==> src/design/asf_pkg.sv <==
/*
 * Constants for the ALU status flag block: register offset, flag field
 * positions, reset value and the operation codes the core presents.
 * Assumes a single 50 MHz core clock and a byte-wide register port.
 */
package asf_pkg;
   // Register port address of the flag register
   localparam logic [7:0] ASF_FLAGS_ADDR = 8'h00;
   // Register port address of the configuration register
   localparam logic [7:0] ASF_CFG_ADDR = 8'h01;
   // Flag bit positions, then the extended set bit in the configuration register
   localparam int ASF_C_POS = 0;
   localparam int ASF_DC_POS = 1;
   localparam int ASF_Z_POS = 2;
   localparam int ASF_OV_POS = 3;
   localparam int ASF_N_POS = 4;
   localparam int ASF_XSET_POS = 0;
   // Mask of the five implemented flag bits
   localparam logic [7:0] ASF_IMPL_MASK = 8'h1F;
   // Reset value (flags are unknown at power-on; defined as zero here)
   localparam logic [4:0] ASF_FLAGS_RESET = 5'h00;
   localparam logic [7:0] ASF_CFG_RESET = 8'h00;
   // Operations the core can issue to the flag datapath
   typedef enum logic [3:0] {
      ASF_OP_NONE,
      ASF_OP_ADD,
      ASF_OP_SUB,
      ASF_OP_RRC,
      ASF_OP_RLC,
      ASF_OP_LOGIC,
      ASF_OP_CLR,
      ASF_OP_BCLR,
      ASF_OP_BSET,
      ASF_OP_SWAP,
      ASF_OP_MOVE
   } asf_op_t;
endpackage

==> src/design/asf_status_flags.sv <==
/*
 * ALU status flag block of an 8-bit core. Computes result and flags for
 * the issued operation and keeps the flag register, which is also
 * reachable through a plain register port and as an instruction target.
 * Assumes the core presents one operation per cycle on op_valid and that
 * the register port and core never write the register in the same cycle.
 */
// Decided for this implementation: the placing of the registers and the address-and-strobe port.
module asf_status_flags (
   input wire logic sys_clk,
   input wire logic sys_rst,
   input wire logic [7:0] reg_addr,
   input wire logic [7:0] reg_wdata,
   input wire logic reg_wr,
   input wire logic reg_rd,
   output logic [7:0] reg_rdata,
   input wire logic op_valid,
   input wire asf_pkg::asf_op_t op_code,
   input wire logic [7:0] op_a,
   input wire logic [7:0] op_b,
   input wire logic [2:0] op_bit,
   input wire logic op_src_flags,
   input wire logic op_dst_flags,
   output logic [7:0] op_result,
   output logic op_done,
   input wire logic indexed_mode_req,
   output logic indexed_mode_ok
);
   // Stored flags N, OV, Z, DC, C
   logic [4:0] flags_reg;
   logic [4:0] flags_next;
   // Configuration bits; bit 0 enables the extended set
   logic [7:0] cfg_reg;
   // Result register
   logic [7:0] result_reg;
   logic [7:0] result_next;
   // Operand A, replaced by the flag register when it is the source
   logic [7:0] src_a;
   // Adder hookup
   logic [7:0] add_b;
   logic add_cin;
   logic [7:0] add_sum;
   logic add_dc;
   logic add_c;
   logic add_ov;
   // Rotator hookup
   logic [7:0] rot_res;
   logic rot_c;
   logic rot_dc;
   logic is_sub;
   logic is_left;
   logic done_reg;

   // Read view of the flags with unimplemented bits at zero
   function automatic logic [7:0] flags_view(input logic [4:0] f);
      flags_view = {3'h0, f} & asf_pkg::ASF_IMPL_MASK;
   endfunction

   // Source selection: flag register reads like any register
   always_comb begin
      src_a = op_src_flags ? flags_view(flags_reg) : op_a;
   end

   // Subtract adds the two's complement of the second operand
   always_comb begin
      is_sub = (op_code == asf_pkg::ASF_OP_SUB);
      is_left = (op_code == asf_pkg::ASF_OP_RLC);
      add_b = is_sub ? ~op_b : op_b;
      add_cin = is_sub;
   end

   asf_adder u_adder (
      .a(src_a),
      .b(add_b),
      .cin(add_cin),
      .sum(add_sum),
      .nib_carry(add_dc),
      .carry(add_c),
      .ovf(add_ov)
   );

   asf_rotator u_rot (
      .src(src_a),
      .cin(flags_reg[asf_pkg::ASF_C_POS]),
      .left(is_left),
      .res(rot_res),
      .cout(rot_c),
      .dcout(rot_dc)
   );

   // Result and flag computation per operation
   always_comb begin
      result_next = result_reg;
      flags_next = flags_reg;
      if (op_valid) begin
         case (op_code)
            asf_pkg::ASF_OP_ADD, asf_pkg::ASF_OP_SUB: begin
               result_next = add_sum;
               flags_next[asf_pkg::ASF_N_POS] = add_sum[7];
               flags_next[asf_pkg::ASF_OV_POS] = add_ov;
               flags_next[asf_pkg::ASF_Z_POS] = (add_sum == 8'h00);
               flags_next[asf_pkg::ASF_DC_POS] = add_dc;
               flags_next[asf_pkg::ASF_C_POS] = add_c;
            end
            asf_pkg::ASF_OP_RRC, asf_pkg::ASF_OP_RLC: begin
               result_next = rot_res;
               flags_next[asf_pkg::ASF_DC_POS] = rot_dc;
               flags_next[asf_pkg::ASF_C_POS] = rot_c;
            end
            asf_pkg::ASF_OP_LOGIC: begin
               // Logic result arrives on op_b; only N and Z move
               result_next = op_b;
               flags_next[asf_pkg::ASF_N_POS] = op_b[7];
               flags_next[asf_pkg::ASF_Z_POS] = (op_b == 8'h00);
            end
            asf_pkg::ASF_OP_CLR: begin
               result_next = 8'h00;
               flags_next[asf_pkg::ASF_Z_POS] = 1'b1;
            end
            asf_pkg::ASF_OP_BCLR: begin
               result_next = src_a & ~(8'h01 << op_bit);
            end
            asf_pkg::ASF_OP_BSET: begin
               result_next = src_a | (8'h01 << op_bit);
            end
            asf_pkg::ASF_OP_SWAP: begin
               result_next = {src_a[3:0], src_a[7:4]};
            end
            asf_pkg::ASF_OP_MOVE: begin
               result_next = src_a;
            end
            default: begin
               result_next = result_reg;
            end
         endcase
         // Writes into the flag register by non-affecting ops land directly
         if (op_dst_flags) begin
            case (op_code)
               asf_pkg::ASF_OP_BCLR, asf_pkg::ASF_OP_BSET,
               asf_pkg::ASF_OP_SWAP, asf_pkg::ASF_OP_MOVE: begin
                  flags_next = result_next[4:0];
               end
               default: begin
                  // Affecting ops and ASF_OP_NONE: written value blocked, flag logic stands
               end
            endcase
         end
      end else if (reg_wr && reg_addr == asf_pkg::ASF_FLAGS_ADDR) begin
         flags_next = reg_wdata[4:0];
      end
   end

   // Flag register
   always_ff @(posedge sys_clk) begin
      if (sys_rst) begin
         flags_reg <= asf_pkg::ASF_FLAGS_RESET;
      end else begin
         flags_reg <= flags_next;
      end
   end

   // Result register and completion strobe
   always_ff @(posedge sys_clk) begin
      if (sys_rst) begin
         result_reg <= 8'h00;
         done_reg <= 1'b0;
      end else begin
         result_reg <= result_next;
         done_reg <= op_valid && (op_code != asf_pkg::ASF_OP_NONE);
      end
   end

   // Configuration register
   always_ff @(posedge sys_clk) begin
      if (sys_rst) begin
         cfg_reg <= asf_pkg::ASF_CFG_RESET;
      end else if (reg_wr && reg_addr == asf_pkg::ASF_CFG_ADDR) begin
         cfg_reg <= {7'h00, reg_wdata[asf_pkg::ASF_XSET_POS]};
      end
   end

   // Register port read data, one cycle after the strobe
   always_ff @(posedge sys_clk) begin
      if (sys_rst) begin
         reg_rdata <= 8'h00;
      end else if (reg_rd) begin
         case (reg_addr)
            asf_pkg::ASF_FLAGS_ADDR: reg_rdata <= flags_view(flags_reg);
            asf_pkg::ASF_CFG_ADDR: reg_rdata <= cfg_reg;
            default: reg_rdata <= 8'h00;
         endcase
      end else begin
         reg_rdata <= 8'h00;
      end
   end

   // Outputs
   always_comb begin
      op_result = result_reg;
      op_done = done_reg;
      indexed_mode_ok = indexed_mode_req && cfg_reg[asf_pkg::ASF_XSET_POS];
   end

   // Checks
   chk_upper_zero: assert property (@(posedge sys_clk) disable iff (sys_rst)
      reg_rd |=> reg_rdata[7:5] == 3'h0) else $error("upper bits nonzero");
   chk_clr_zero: assert property (@(posedge sys_clk) disable iff (sys_rst)
      op_valid && op_code == asf_pkg::ASF_OP_CLR |=>
      flags_reg[2] && flags_reg[1:0] == $past(flags_reg[1:0]) &&
      flags_reg[4:3] == $past(flags_reg[4:3])) else $error("clear flags wrong");
   chk_neg_flag: assert property (@(posedge sys_clk) disable iff (sys_rst)
      op_valid && op_code == asf_pkg::ASF_OP_ADD |=>
      flags_reg[4] == op_result[7]) else $error("negative wrong");
   chk_zero_flag: assert property (@(posedge sys_clk) disable iff (sys_rst)
      op_valid && (op_code == asf_pkg::ASF_OP_ADD || op_code == asf_pkg::ASF_OP_SUB) |=>
      flags_reg[2] == (op_result == 8'h00)) else $error("zero wrong");
   chk_ovf_flag: assert property (@(posedge sys_clk) disable iff (sys_rst)
      op_valid && op_code == asf_pkg::ASF_OP_ADD && !op_src_flags |=>
      flags_reg[3] == ($past(op_a[7]) == $past(op_b[7]) &&
      op_result[7] != $past(op_a[7]))) else $error("overflow wrong");
   chk_sub_borrow: assert property (@(posedge sys_clk) disable iff (sys_rst)
      op_valid && op_code == asf_pkg::ASF_OP_SUB && !op_src_flags |=>
      flags_reg[0] == ($past(op_a) >= $past(op_b)) &&
      flags_reg[1] == ($past(op_a[3:0]) >= $past(op_b[3:0])))
      else $error("borrow wrong");
   chk_rot_carry: assert property (@(posedge sys_clk) disable iff (sys_rst)
      op_valid && op_code == asf_pkg::ASF_OP_RLC && !op_src_flags |=>
      flags_reg[0] == $past(op_a[7]) && flags_reg[1] == $past(op_a[3]))
      else $error("rotate flags wrong");
   chk_hold_flags: assert property (@(posedge sys_clk) disable iff (sys_rst)
      !op_valid && !reg_wr |=> flags_reg == $past(flags_reg))
      else $error("flags changed idle");
   chk_indexed_gate: assert property (@(posedge sys_clk) disable iff (sys_rst)
      !cfg_reg[0] |-> !indexed_mode_ok) else $error("indexed mode leaked");
   chk_dst_block: assert property (@(posedge sys_clk) disable iff (sys_rst)
      op_valid && op_dst_flags && !op_src_flags && op_code == asf_pkg::ASF_OP_ADD |=>
      flags_reg[4] == op_result[7] && flags_reg[2] == (op_result == 8'h00) &&
      flags_reg[1] == ($past(op_a[3:0]) > ~$past(op_b[3:0])) &&
      flags_reg[0] == ($past(op_a) > ~$past(op_b)))
      else $error("destination write leaked");
endmodule

==> src/design/asf_adder.sv <==
/*
 * Eight-bit adder with nibble carry, carry and signed overflow outputs.
 * Assumes operands are already complemented by the caller for subtraction.
 */
module asf_adder (
   input wire logic [7:0] a,
   input wire logic [7:0] b,
   input wire logic cin,
   output logic [7:0] sum,
   output logic nib_carry,
   output logic carry,
   output logic ovf
);
   // Low nibble sum with its carry
   logic [4:0] low;
   // High nibble sum with its carry
   logic [4:0] high;

   // Two nibble adders chained
   always_comb begin
      low = {1'b0, a[3:0]} + {1'b0, b[3:0]} + {4'h0, cin};
      high = {1'b0, a[7:4]} + {1'b0, b[7:4]} + {4'h0, low[4]};
      sum = {high[3:0], low[3:0]};
      nib_carry = low[4];
      carry = high[4];
      // Same operand signs, different result sign
      ovf = (a[7] == b[7]) && (sum[7] != a[7]);
   end
endmodule

==> src/design/asf_rotator.sv <==
/*
 * Rotate-through-carry helper: produces the rotated byte, the new carry
 * and the new nibble carry. Assumes the current carry is supplied.
 */
module asf_rotator (
   input wire logic [7:0] src,
   input wire logic cin,
   input wire logic left,
   output logic [7:0] res,
   output logic cout,
   output logic dcout
);
   // Select direction
   always_comb begin
      if (left) begin
         res = {src[6:0], cin};
         cout = src[7];
         dcout = src[3];
      end else begin
         res = {cin, src[7:1]};
         cout = src[0];
         dcout = src[4];
      end
   end
endmodule

==> config.mk <==
export PLATFORM = sky130hd
export DESIGN_NAME = asf_status_flags
export DESIGN_NICKNAME = d
export VERILOG_FILES = /design/src/design/asf_pkg.sv /design/src/design/asf_status_flags.sv /design/src/design/asf_adder.sv /design/src/design/asf_rotator.sv
export SDC_FILE = /design/constraint.sdc
export NUM_CORES = 1
export LEC_CHECK = 0
export BUFFER_PORTS_ARGS = -buffer_cell sky130_fd_sc_hd__buf_2
export CAP_MARGIN = 15
export CORE_AREA = 2 2 69 71
export DETAILED_ROUTE_END_ITERATION = 12
export DIE_AREA = 0 0 71 73
export HOLD_SLACK_MARGIN = 0.15
export PLACE_DENSITY = 0.76
export SLEW_MARGIN = 20
export SYNTH_ARGS = -nofsm -noshare
export SYNTH_HDL_FRONTEND = slang
export SYNTH_SLANG_ARGS = --single-unit
==> constraint.sdc <==
create_clock -name sys_clk -period 3.82 [get_ports sys_clk]
set_input_delay 0 -clock sys_clk [delete_from_list [all_inputs] [get_ports sys_clk]]
set_output_delay 0 -clock sys_clk [all_outputs]
set_load 0.02 [all_outputs]
==> metrics.sh, run 1 <==
CLKLATENCYLATEPIN_PS=260
YS_ASYNC_SR_FRACTION_PCT=0
SYNTH_TOP_FAMILY_BY_AREA='compound AO/OA/AOI/OAI gates'
CTS.REPORTEDPATHS.CLKPINSLEW_PS=80
TIMING.CRITICAL_PATH.ARRIVAL_PS=3410
POWER.NET_SWITCHING_mW=0.229
SYNTH.LIB_CELLS_USED.DISTINCT=69
LARGEST_CELLS_BY_AREA_AFTER_SYNTHESIS='sky130_fd_sc_hd__dfxtp_1, sky130_fd_sc_hd__nor2_1, sky130_fd_sc_hd__xor2_1'
SYNTHXORXNORAREAFRAC_PCT=5.75
SHARE_COMB_OF_TOTAL_POWER_PCT=37.6
FINAL_AREA_SQ_MM=0.00264
CRIT_END_ELEMENT='flop'
CRITICAL_PATH_PEAK_FANOUT=8
NUMBER_OF_CELLS_PRODUCED_BY_SYNTHESIS=258
ROUTE.FINAL.WIRE_LENGTH_UM=6320
P_SEQ_SHARE_PCT=32.3
PLACE_AREA_SQ_MM=0.00245
HOLD_VIOLATIONS=0
VDD.IR_DROP.WORST_mV=0.0998
SYNTH_TOP_CELL_BY_AREA='sky130_fd_sc_hd__dfxtp_1'
ANTENNA_VIOLATING_NETS_REMAINING=0
SYNTH_FF_TYPE='sky130_fd_sc_hd__dfxtp_1'
DRT_PASS1_ITERATIONS=4
PWR_DENSITY_CELL_mW_PER_MM2=266
DIODES_INSERTED=0
CTS.PATH.MAX_BUFFERS=2
REQUIRED_PS=3970
MAXSLEWVIOLCOUNT=0
POST_SYNTH_ADDER_CELL_AREA_PCT=6.34
R2R_SETUP_SLACK_PS=560
GRT_FIRST_PASS_WIRELENGTH_UM=10200
FP.DIEAREA_SQ_MM=0.00518
CORE-AREA_SQ_MM=0.00454
FILLERS=419
GRT-OVFL-TOTAL=0
DPL.HPWL_UM=4860
P_TOTAL_mW=0.701
CELL_INTERNAL_PWR_mW=0.472
FINAL_LAYOUT_NET_COUNT=381
CP-START-KIND='flop'
FMAX_MHz=306
H-TREE-DEPTH=1
PRE_CTS_SLACK_PS=438
CTS.SINK_COUNT=20
DRTITER0DRC=141
SYNTH.CELL_AREA_SQ_MM=0.00213
GROUTE.USAGE.OVERALL_PCT=24.8
FLOW.AREA_GROWTH_FROM_SYNTHESIS_PCT=23.8
UTILIZATION_PCT=58.2
TIMING.MAX_SLEW.REL_SLACK_PCT=33.0
CTS-RESIZED-GATES=0
INITIAL_UTILIZATION_PCT=47.0
CLOCK_TREE_FROM_TRITONCTS='done'
LAYOUT_COMMON_CELLS='sky130_fd_sc_hd__buf_2, sky130_fd_sc_hd__nor2_1, sky130_fd_sc_hd__dfxtp_1, sky130_fd_sc_hd__nand2_1, sky130_fd_sc_hd__a21oi_1'
OUTCOME='completed'
CTS-ROOT-BUF='sky130_fd_sc_hd__clkbuf_8'
YOSYSTOPAREACELLSHARE_PCT=18.8
DRIVE_GT1_SHARE_PCT=29.9
VIAS_IN_THE_FIRST_GLOBAL_ROUTE=2142
POWER_FRAC_CLOCK_PCT=30.1
SIMPLE_GATE_FRACTION_OF_SYNTH_AREA_PCT=27.6
TIMING.SETUP.CRITICAL_PATH_CLASS='reg2reg'
SYNTH_COMPOUND_AREA_SHARE_PCT=27.7
CLOCK-SKEW-FINAL_PS=6.89
DETAILED_ROUTE_VIA_COUNT=2261
SYNTH.FF_LATCH_COUNT=20
PLACE.PORT_BUFFERS=58
SETUP-TNS-FINAL_PS=0
SEQCELLAREA_SQ_UM=400
YOSYS_WARNINGS=0
GRT_START_MAX_NET_PINS=17
WORST_PIN_SLEW_PS=990
POST_SYNTH.CELL_AREA_AVG_SQ_UM=8.26
WL_PER_CELL_UM=16.7
LAYOUT.CELLS.MOST_COMMON='sky130_fd_sc_hd__buf_2'
MUXSHAREOFSYNTHAREA_PCT=6.22
LARGEST_REG_FLOPS=8
TOP_LEVEL_PORTS=65
CTS_INSERTED_BUFFERS=3
STD_CELL_ROWS=25
FP.DIEW_UM=71
CELLLEAKAGEPOWER_nW=1.14
PERIOD_UTILIZATION_POST_ROUTE_PCT=85.4
SYNTH_EDF_COUNT=0
P_SW_SHARE_PCT=32.6
DRV_CAP=0
DRT-VIAS-PER-INSTANCE=5.98
PATH_CLASS_OF_THE_LOWEST_SLACK_MIN_DELAY_PATH='in2reg'
RD_PLACE_CONGESTION=0.955
DRCVIOLATIONCOUNT=0
CHIPHEIGHT_UM=73
FINAL_CRITICAL_PATH_SETUP_SLACK_PS=557
SETUP_VIOL=0
SYNTH_SEQ_AREA_SHARE_PCT=18.8
FINAL_PERIOD_MINUS_WORST_SETUP_SLACK_PS=3260
RSZ0062_AT_GRT='no'
MULTIINPUTGATEAREA_SQ_MM=0.00159
INITIAL_ANTENNA_VIOLATION_COUNT=0
## worst paths after layout
check,from,endpoint,cells past startpoint
worst max-delay path,flags_reg[0],flags_reg[2],13
worst min-delay path,reg_wdata[4],flags_reg[4],4
worst max register to register,flags_reg[0],flags_reg[2],13
worst min register to register,op_result[2],op_result[2],2
## final cells by class
class,instances,share of cell area [%]
clock inverter,1,1.14
clock buffer,3,1.56
sequential,20,15.2
tap,54,2.56
multi-input combinational,213,60.2
inverter,7,0.996
timing repair buffer,80,18.4
## metrics by stage
step	hold slack, ps	instances
2_1_floorplan	144	260
3_3_place_gp	261	362
3_5_place_dp	268	362
4_1_cts	191	378
5_1_grt	202	378
6_report	196	378
## cells in the mapped netlist, drive strengths merged (2+ instances only)
library cell	n
a211oi	8
a21oi	15
a22o	4
a22oi	11
a311oi	2
a31oi	3
and2	9
and3	3
and3b	2
and4bb	2
buf	15
clkbuf	5
dfxtp	20
fa	3
ha	6
inv	7
mux2	7
mux2i	5
nand2	14
nand2b	3
nand3	6
nand4	2
nor2	27
nor2b	4
nor3	3
nor4	4
nor4b	5
nor4bb	2
o21a	2
o21ai	14
o22ai	6
o32ai	2
or2	2
xnor2	5
xor2	9
## what timing repair did
action,4_1_cts,5_1_grt
hold endpoints to repair,18,0
hold buffers,12,0
buffers inserted,0,0
## power by group through the flow
stage	Combinational [mW]	Sequential (mW)	Clock [mW]
3_5_place_dp	0.254	0.231	0
6_report	0.264	0.227	0.211
2_1_floorplan	0.165	0.240	0
3_3_place_gp	0.251	0.231	0
4_1_cts	0.261	0.226	0.213
5_1_grt	0.289	0.228	0.219
## worst max-delay path: stages (launching register included)
cell and delay (ps):
sky130_fd_sc_hd__dfxtp_1 340, sky130_fd_sc_hd__mux2_4 220, sky130_fd_sc_hd__or2_1 130, sky130_fd_sc_hd__o21ai_0 100, sky130_fd_sc_hd__fa_1 410, sky130_fd_sc_hd__nor2b_1 120
sky130_fd_sc_hd__o21ai_0 100, sky130_fd_sc_hd__and2_1 180, sky130_fd_sc_hd__fa_1 410, sky130_fd_sc_hd__fa_1 420, sky130_fd_sc_hd__xnor2_1 270, sky130_fd_sc_hd__nor4_1 90
sky130_fd_sc_hd__a41oi_1 250, sky130_fd_sc_hd__o22ai_1 90
## routing by layer
| layer | global-route usage (%) | vias up | wire [um] |
|---|---|---|---|
| met1 | 30.4 | 1060 | 2630 |
| met2 | 45.2 | 89 | 3140 |
| met4 | 10.3 | 0 | 145 |
| li1 | - | 1099 | - |
| met5 | 0 | - | 0 |
| met3 | 1.52 | 13 | 405 |
## kinds of logic (layout without fill, tap and decap cells)
kind of cell,count (synthesis),count (layout)
AOI/OAI and AO/OA,80,80
xor gates and xnor gates,14,14
adders and majority gates,9,9
buffers and inverters,27,91
DFF,20,20
muxes,12,12
other,1,3
and+or+nand+nor,95,95
Note: power is estimated with default switching activity, not from simulation.
==> inputs of run 2 (changes only) <==
Settings changed: CORE_AREA 2 2 69 71 to 2 2 81 64, DIE_AREA 0 0 71 73 to 0 0 83 66, PLACE_DENSITY 0.76 to 0.75, SLEW_MARGIN 20 to unset.
Clock period 3.82 ns to 2.7 ns, I/O delays scaled along.
==> run 2 against run 1 <==
Effect of this change: the run now ends with negative setup slack left; cell area is 9.0% higher; utilization increased by 2.9 points; clock skew is 4.2 ps lower; worst setup slack got worse by 880 ps; via count is 10% higher; sequential power up 41%; largest cell class unchanged; final cell count rose by 6.9%; register-to-register slack worse by 880 ps.
==> metrics.sh, run 2 (synthesis gave the netlist of run 1 again) <==
CLKLATENCYLATEPIN_PS=260  # about the same
STD_CELL_ROWS=22  # was 25
PLACE.PORT_BUFFERS=58  # unchanged
CRIT_END_ELEMENT='flop'  # unchanged
LAYOUT.CELLS.MOST_COMMON='sky130_fd_sc_hd__buf_2'  # unchanged
PERIOD_UTILIZATION_POST_ROUTE_PCT=112  # was 85.4%
FLOW.AREA_GROWTH_FROM_SYNTHESIS_PCT=34.9  # was 23.8%
CLOCK_TREE_FROM_TRITONCTS='done'  # unchanged
PATH_CLASS_OF_THE_LOWEST_SLACK_MIN_DELAY_PATH='in2reg'  # unchanged
SETUP_VIOL=7  # was 0
POWER_FRAC_CLOCK_PCT=28.1  # was 30.1%
CTS_INSERTED_BUFFERS=3  # unchanged
FMAX_MHz=330  # was 306 MHz
DRIVE_GT1_SHARE_PCT=38.1  # was 29.9%
VIAS_IN_THE_FIRST_GLOBAL_ROUTE=2246  # was 2142
SHARE_COMB_OF_TOTAL_POWER_PCT=42.5  # was 37.6%
UTILIZATION_PCT=61.1  # was 58.2%
ROUTE.FINAL.WIRE_LENGTH_UM=7450  # was 6320 um
WORST_PATH_DOMINANT_CELL_FAMILY='adder cells'  # unchanged
WORST_HOLD_PATH.NUM_CELLS=5  # was 4
HOLD_START='op_b[6]'  # was reg_wdata[4]
LARGEST_REG_FLOPS=8  # unchanged
DETAILED_ROUTE_VIA_COUNT=2488  # was 2261
FINAL_AREA_SQ_MM=0.00288  # was 0.00264 sq mm
CTS.PATH.MAX_BUFFERS=2  # unchanged
FP.DIEW_UM=83  # was 71 um
CELLLEAKAGEPOWER_nW=1.26  # was 1.14 nW
DRCVIOLATIONCOUNT=0  # unchanged
OUTCOME='complete, but fails checks'  # was completed
CORE-AREA_SQ_MM=0.00471  # was 0.00454 sq mm
DRT_PASS1_ITERATIONS=5  # was 4
CTS.REPORTEDPATHS.CLKPINSLEW_PS=80  # about the same
NUMPLACEDINSTANCES=385  # was 362
FINAL_CRITICAL_PATH_SETUP_SLACK_PS=-326  # was 557 ps
ANTENNA_VIOLATING_NETS_REMAINING=0  # unchanged
R2R_SETUP_SLACK_PS=-330  # was 560 ps
R2R_END='flags_reg[2]'  # unchanged
CPPEAKSTAGEDELAY_PS=550  # was 420 ps
RD_PLACE_CONGESTION=0.931  # was 0.955
PRE_CTS_SLACK_PS=-337  # was 438 ps
FP.DIEAREA_SQ_MM=0.00548  # was 0.00518 sq mm
CHIPHEIGHT_UM=66  # was 73 um
TIMING.MAX_SLEW.REL_SLACK_PCT=56.4  # was 33.0%
BUFFERS_PLUS_INVERTERS_ON_THE_WORST_SETUP_PATH=0  # unchanged
WORST_PATH_MOST_REPEATED_CELL='sky130_fd_sc_hd__fa_2'  # was sky130_fd_sc_hd__fa_1
INITIAL_UTILIZATION_PCT=45.3  # was 47.0%
CELL_BY_CELL_LISTING_OF_THE_CRITICAL_PATH='mux2_4 -> or2_4 -> o21ai_2 -> fa_2 -> nor2b_1 -> o21ai_1 -> and2_1 -> fa_2 -> fa_2 -> nand3_2 -> nor4_2 -> a41oi_1 -> o22ai_1'  # was mux2_4 -> or2_1 -> o21ai_0 -> fa_1 -> nor2b_1 -> o21ai_0 -> and2_1 -> fa_1 -> fa_1 -> xnor2_1 -> nor4_1 -> a41oi_1 -> o22ai_1
TIMING.CRITICAL_PATH.ARRIVAL_PS=3220  # was 3410 ps
REQUIRED_PS=2890  # was 3970 ps
CELL_INTERNAL_PWR_mW=0.714  # was 0.472 mW
TOP_LEVEL_PORTS=65  # unchanged
TIMING.SETUP.CRITICAL_PATH_CLASS='reg2reg'  # unchanged
RSZ0062_AT_GRT='yes'  # was no
VDD.IR_DROP.WORST_mV=0.267  # was 0.0998 mV
LAYOUT_COMMON_CELLS='sky130_fd_sc_hd__buf_2, sky130_fd_sc_hd__buf_4, sky130_fd_sc_hd__nor2_1, sky130_fd_sc_hd__dfxtp_1'  # was sky130_fd_sc_hd__buf_2, sky130_fd_sc_hd__nor2_1, sky130_fd_sc_hd__dfxtp_1, sky130_fd_sc_hd__nand2_1, sky130_fd_sc_hd__a21oi_1
POWER.NET_SWITCHING_mW=0.371  # was 0.229 mW
GRT_FIRST_PASS_WIRELENGTH_UM=11300  # was 10200 um
HOLD_VIOLATIONS=0  # unchanged
CTS-ROOT-BUF='sky130_fd_sc_hd__clkbuf_8'  # unchanged
FINAL_LAYOUT_NET_COUNT=401  # was 381
PLACE_AREA_SQ_MM=0.00259  # was 0.00245 sq mm
GRT-OVFL-TOTAL=0  # unchanged
INITIAL_ANTENNA_VIOLATION_COUNT=0  # unchanged
CP-START-KIND='flop'  # unchanged
GRT_START_MAX_NET_PINS=17  # unchanged
FINAL_PERIOD_MINUS_WORST_SETUP_SLACK_PS=3030  # was 3260 ps
DRTITER0DRC=341  # was 141
PWR_DENSITY_CELL_mW_PER_MM2=378  # was 266 mW/mm^2
DIODES_INSERTED=0  # unchanged
CRITICAL_PATH_PEAK_FANOUT=2  # was 8
MAXSLEWVIOLCOUNT=0  # unchanged
WORST_HOLD_SLACK_PS=208  # was 196 ps
WORST_PIN_SLEW_PS=651  # was 990 ps
GROUTE.USAGE.OVERALL_PCT=26.0  # was 24.8%
FINAL-INSTANCE-COUNT-EXCL-FILL=404  # was 378
P_SW_SHARE_PCT=34.2  # was 32.6%
FILLERS=414  # was 419
WORST-R2R-CELL-COUNT=13  # unchanged
DRT-VIAS-PER-INSTANCE=6.16  # was 5.98
P_SEQ_SHARE_PCT=29.5  # was 32.3%
CTS.SINK_COUNT=20  # unchanged
MIN_TO='op_result[6]'  # was flags_reg[4]
WL_PER_CELL_UM=18.4  # was 16.7 um
DRV_CAP=0  # unchanged
CRITICAL_PATH_DEPTH=13  # unchanged
DPL.HPWL_UM=5500  # was 4860 um
CLOCK-SKEW-FINAL_PS=2.69  # was 6.89 ps
H-TREE-DEPTH=1  # unchanged
VIOLATED_CHECKS='negative setup slack'
CRIT_PATH_TOP_DELAY_CELL='sky130_fd_sc_hd__fa_2'  # was sky130_fd_sc_hd__fa_1
RR_STARTPOINT='flags_reg[0]'  # unchanged
==> run 2: cell count changes in the layout (fill, tap and decap cells not counted), sizes merged <==
cell and change:
buf +20
==> run 2: worst max path at each step <==
stage,start,end,slack (ps)
floorplan,flags_reg[0],flags_reg[2],-110
detailed placement,op_code[0],op_result[5],-340
global placement,op_code[0],op_result[5],-280
global route,flags_reg[0],flags_reg[2],-430
finish,flags_reg[0],flags_reg[2],-330
CTS,flags_reg[0],flags_reg[2],-210
==> run 2: timing repair <==
action / 4_1_cts / 5_1_grt
endpoints found under the setup margin: 7 / 7
pin swaps: 2 / 8
hold buffers: 12 / 0
gates resized for setup: 3 / 14
hold endpoints to repair: 19 / 0
buffers inserted: 1 / 2
cloned: 0 / 0
==> run 2: routing by layer <==
| metal | track usage [%] | wire length (um) | vias up |
|---|---|---|---|
| li1 | - | - | 1135 |
| met1 | 35.6 | 3240 | 1146 |
| met2 | 41.2 | 3320 | 179 |
| met3 | 5.62 | 729 | 28 |
| met4 | 7.38 | 161 | 0 |
| met5 | 0 | 0 | - |
==> run 2: power groups by stage <==
stage / Combinational [mW] / Clock [mW] / Sequential, mW
2_1_floorplan: 0.237 / 0 / 0.339
3_3_place_gp: 0.393 / 0 / 0.326
3_5_place_dp: 0.400 / 0 / 0.326
4_1_cts: 0.416 / 0.306 / 0.319
5_1_grt: 0.491 / 0.322 / 0.321
6_report: 0.461 / 0.305 / 0.320
==> run 2: worst min-delay path, delay by kind of cell <==
kind	cells	cell delay, ps
AO/OA/AOI/OAI	2	140
buffers and inverters	1	130
AND/OR/NAND/NOR	2	160
==> run 2: per-stage QoR <==
stage / TNS (ps) / power (mW)
floorplan: -327 / 0.577
global placement: -1530 / 0.719
detailed placement: -1950 / 0.726
CTS: -1040 / 1.04
global route: -1750 / 1.13
finish: -1010 / 1.09
==> run 2: layout make-up <==
cell class	count	area [sq um]	share of cell area, %
multi-input cells	213	1660	57.8
repair buffers	100	639	22.2
flip-flops and latches	20	402	14.0
well taps	60	75.1	2.61
clock buffers	3	41.3	1.44
clock inverters	1	30.0	1.04
inverters	7	26.3	0.914
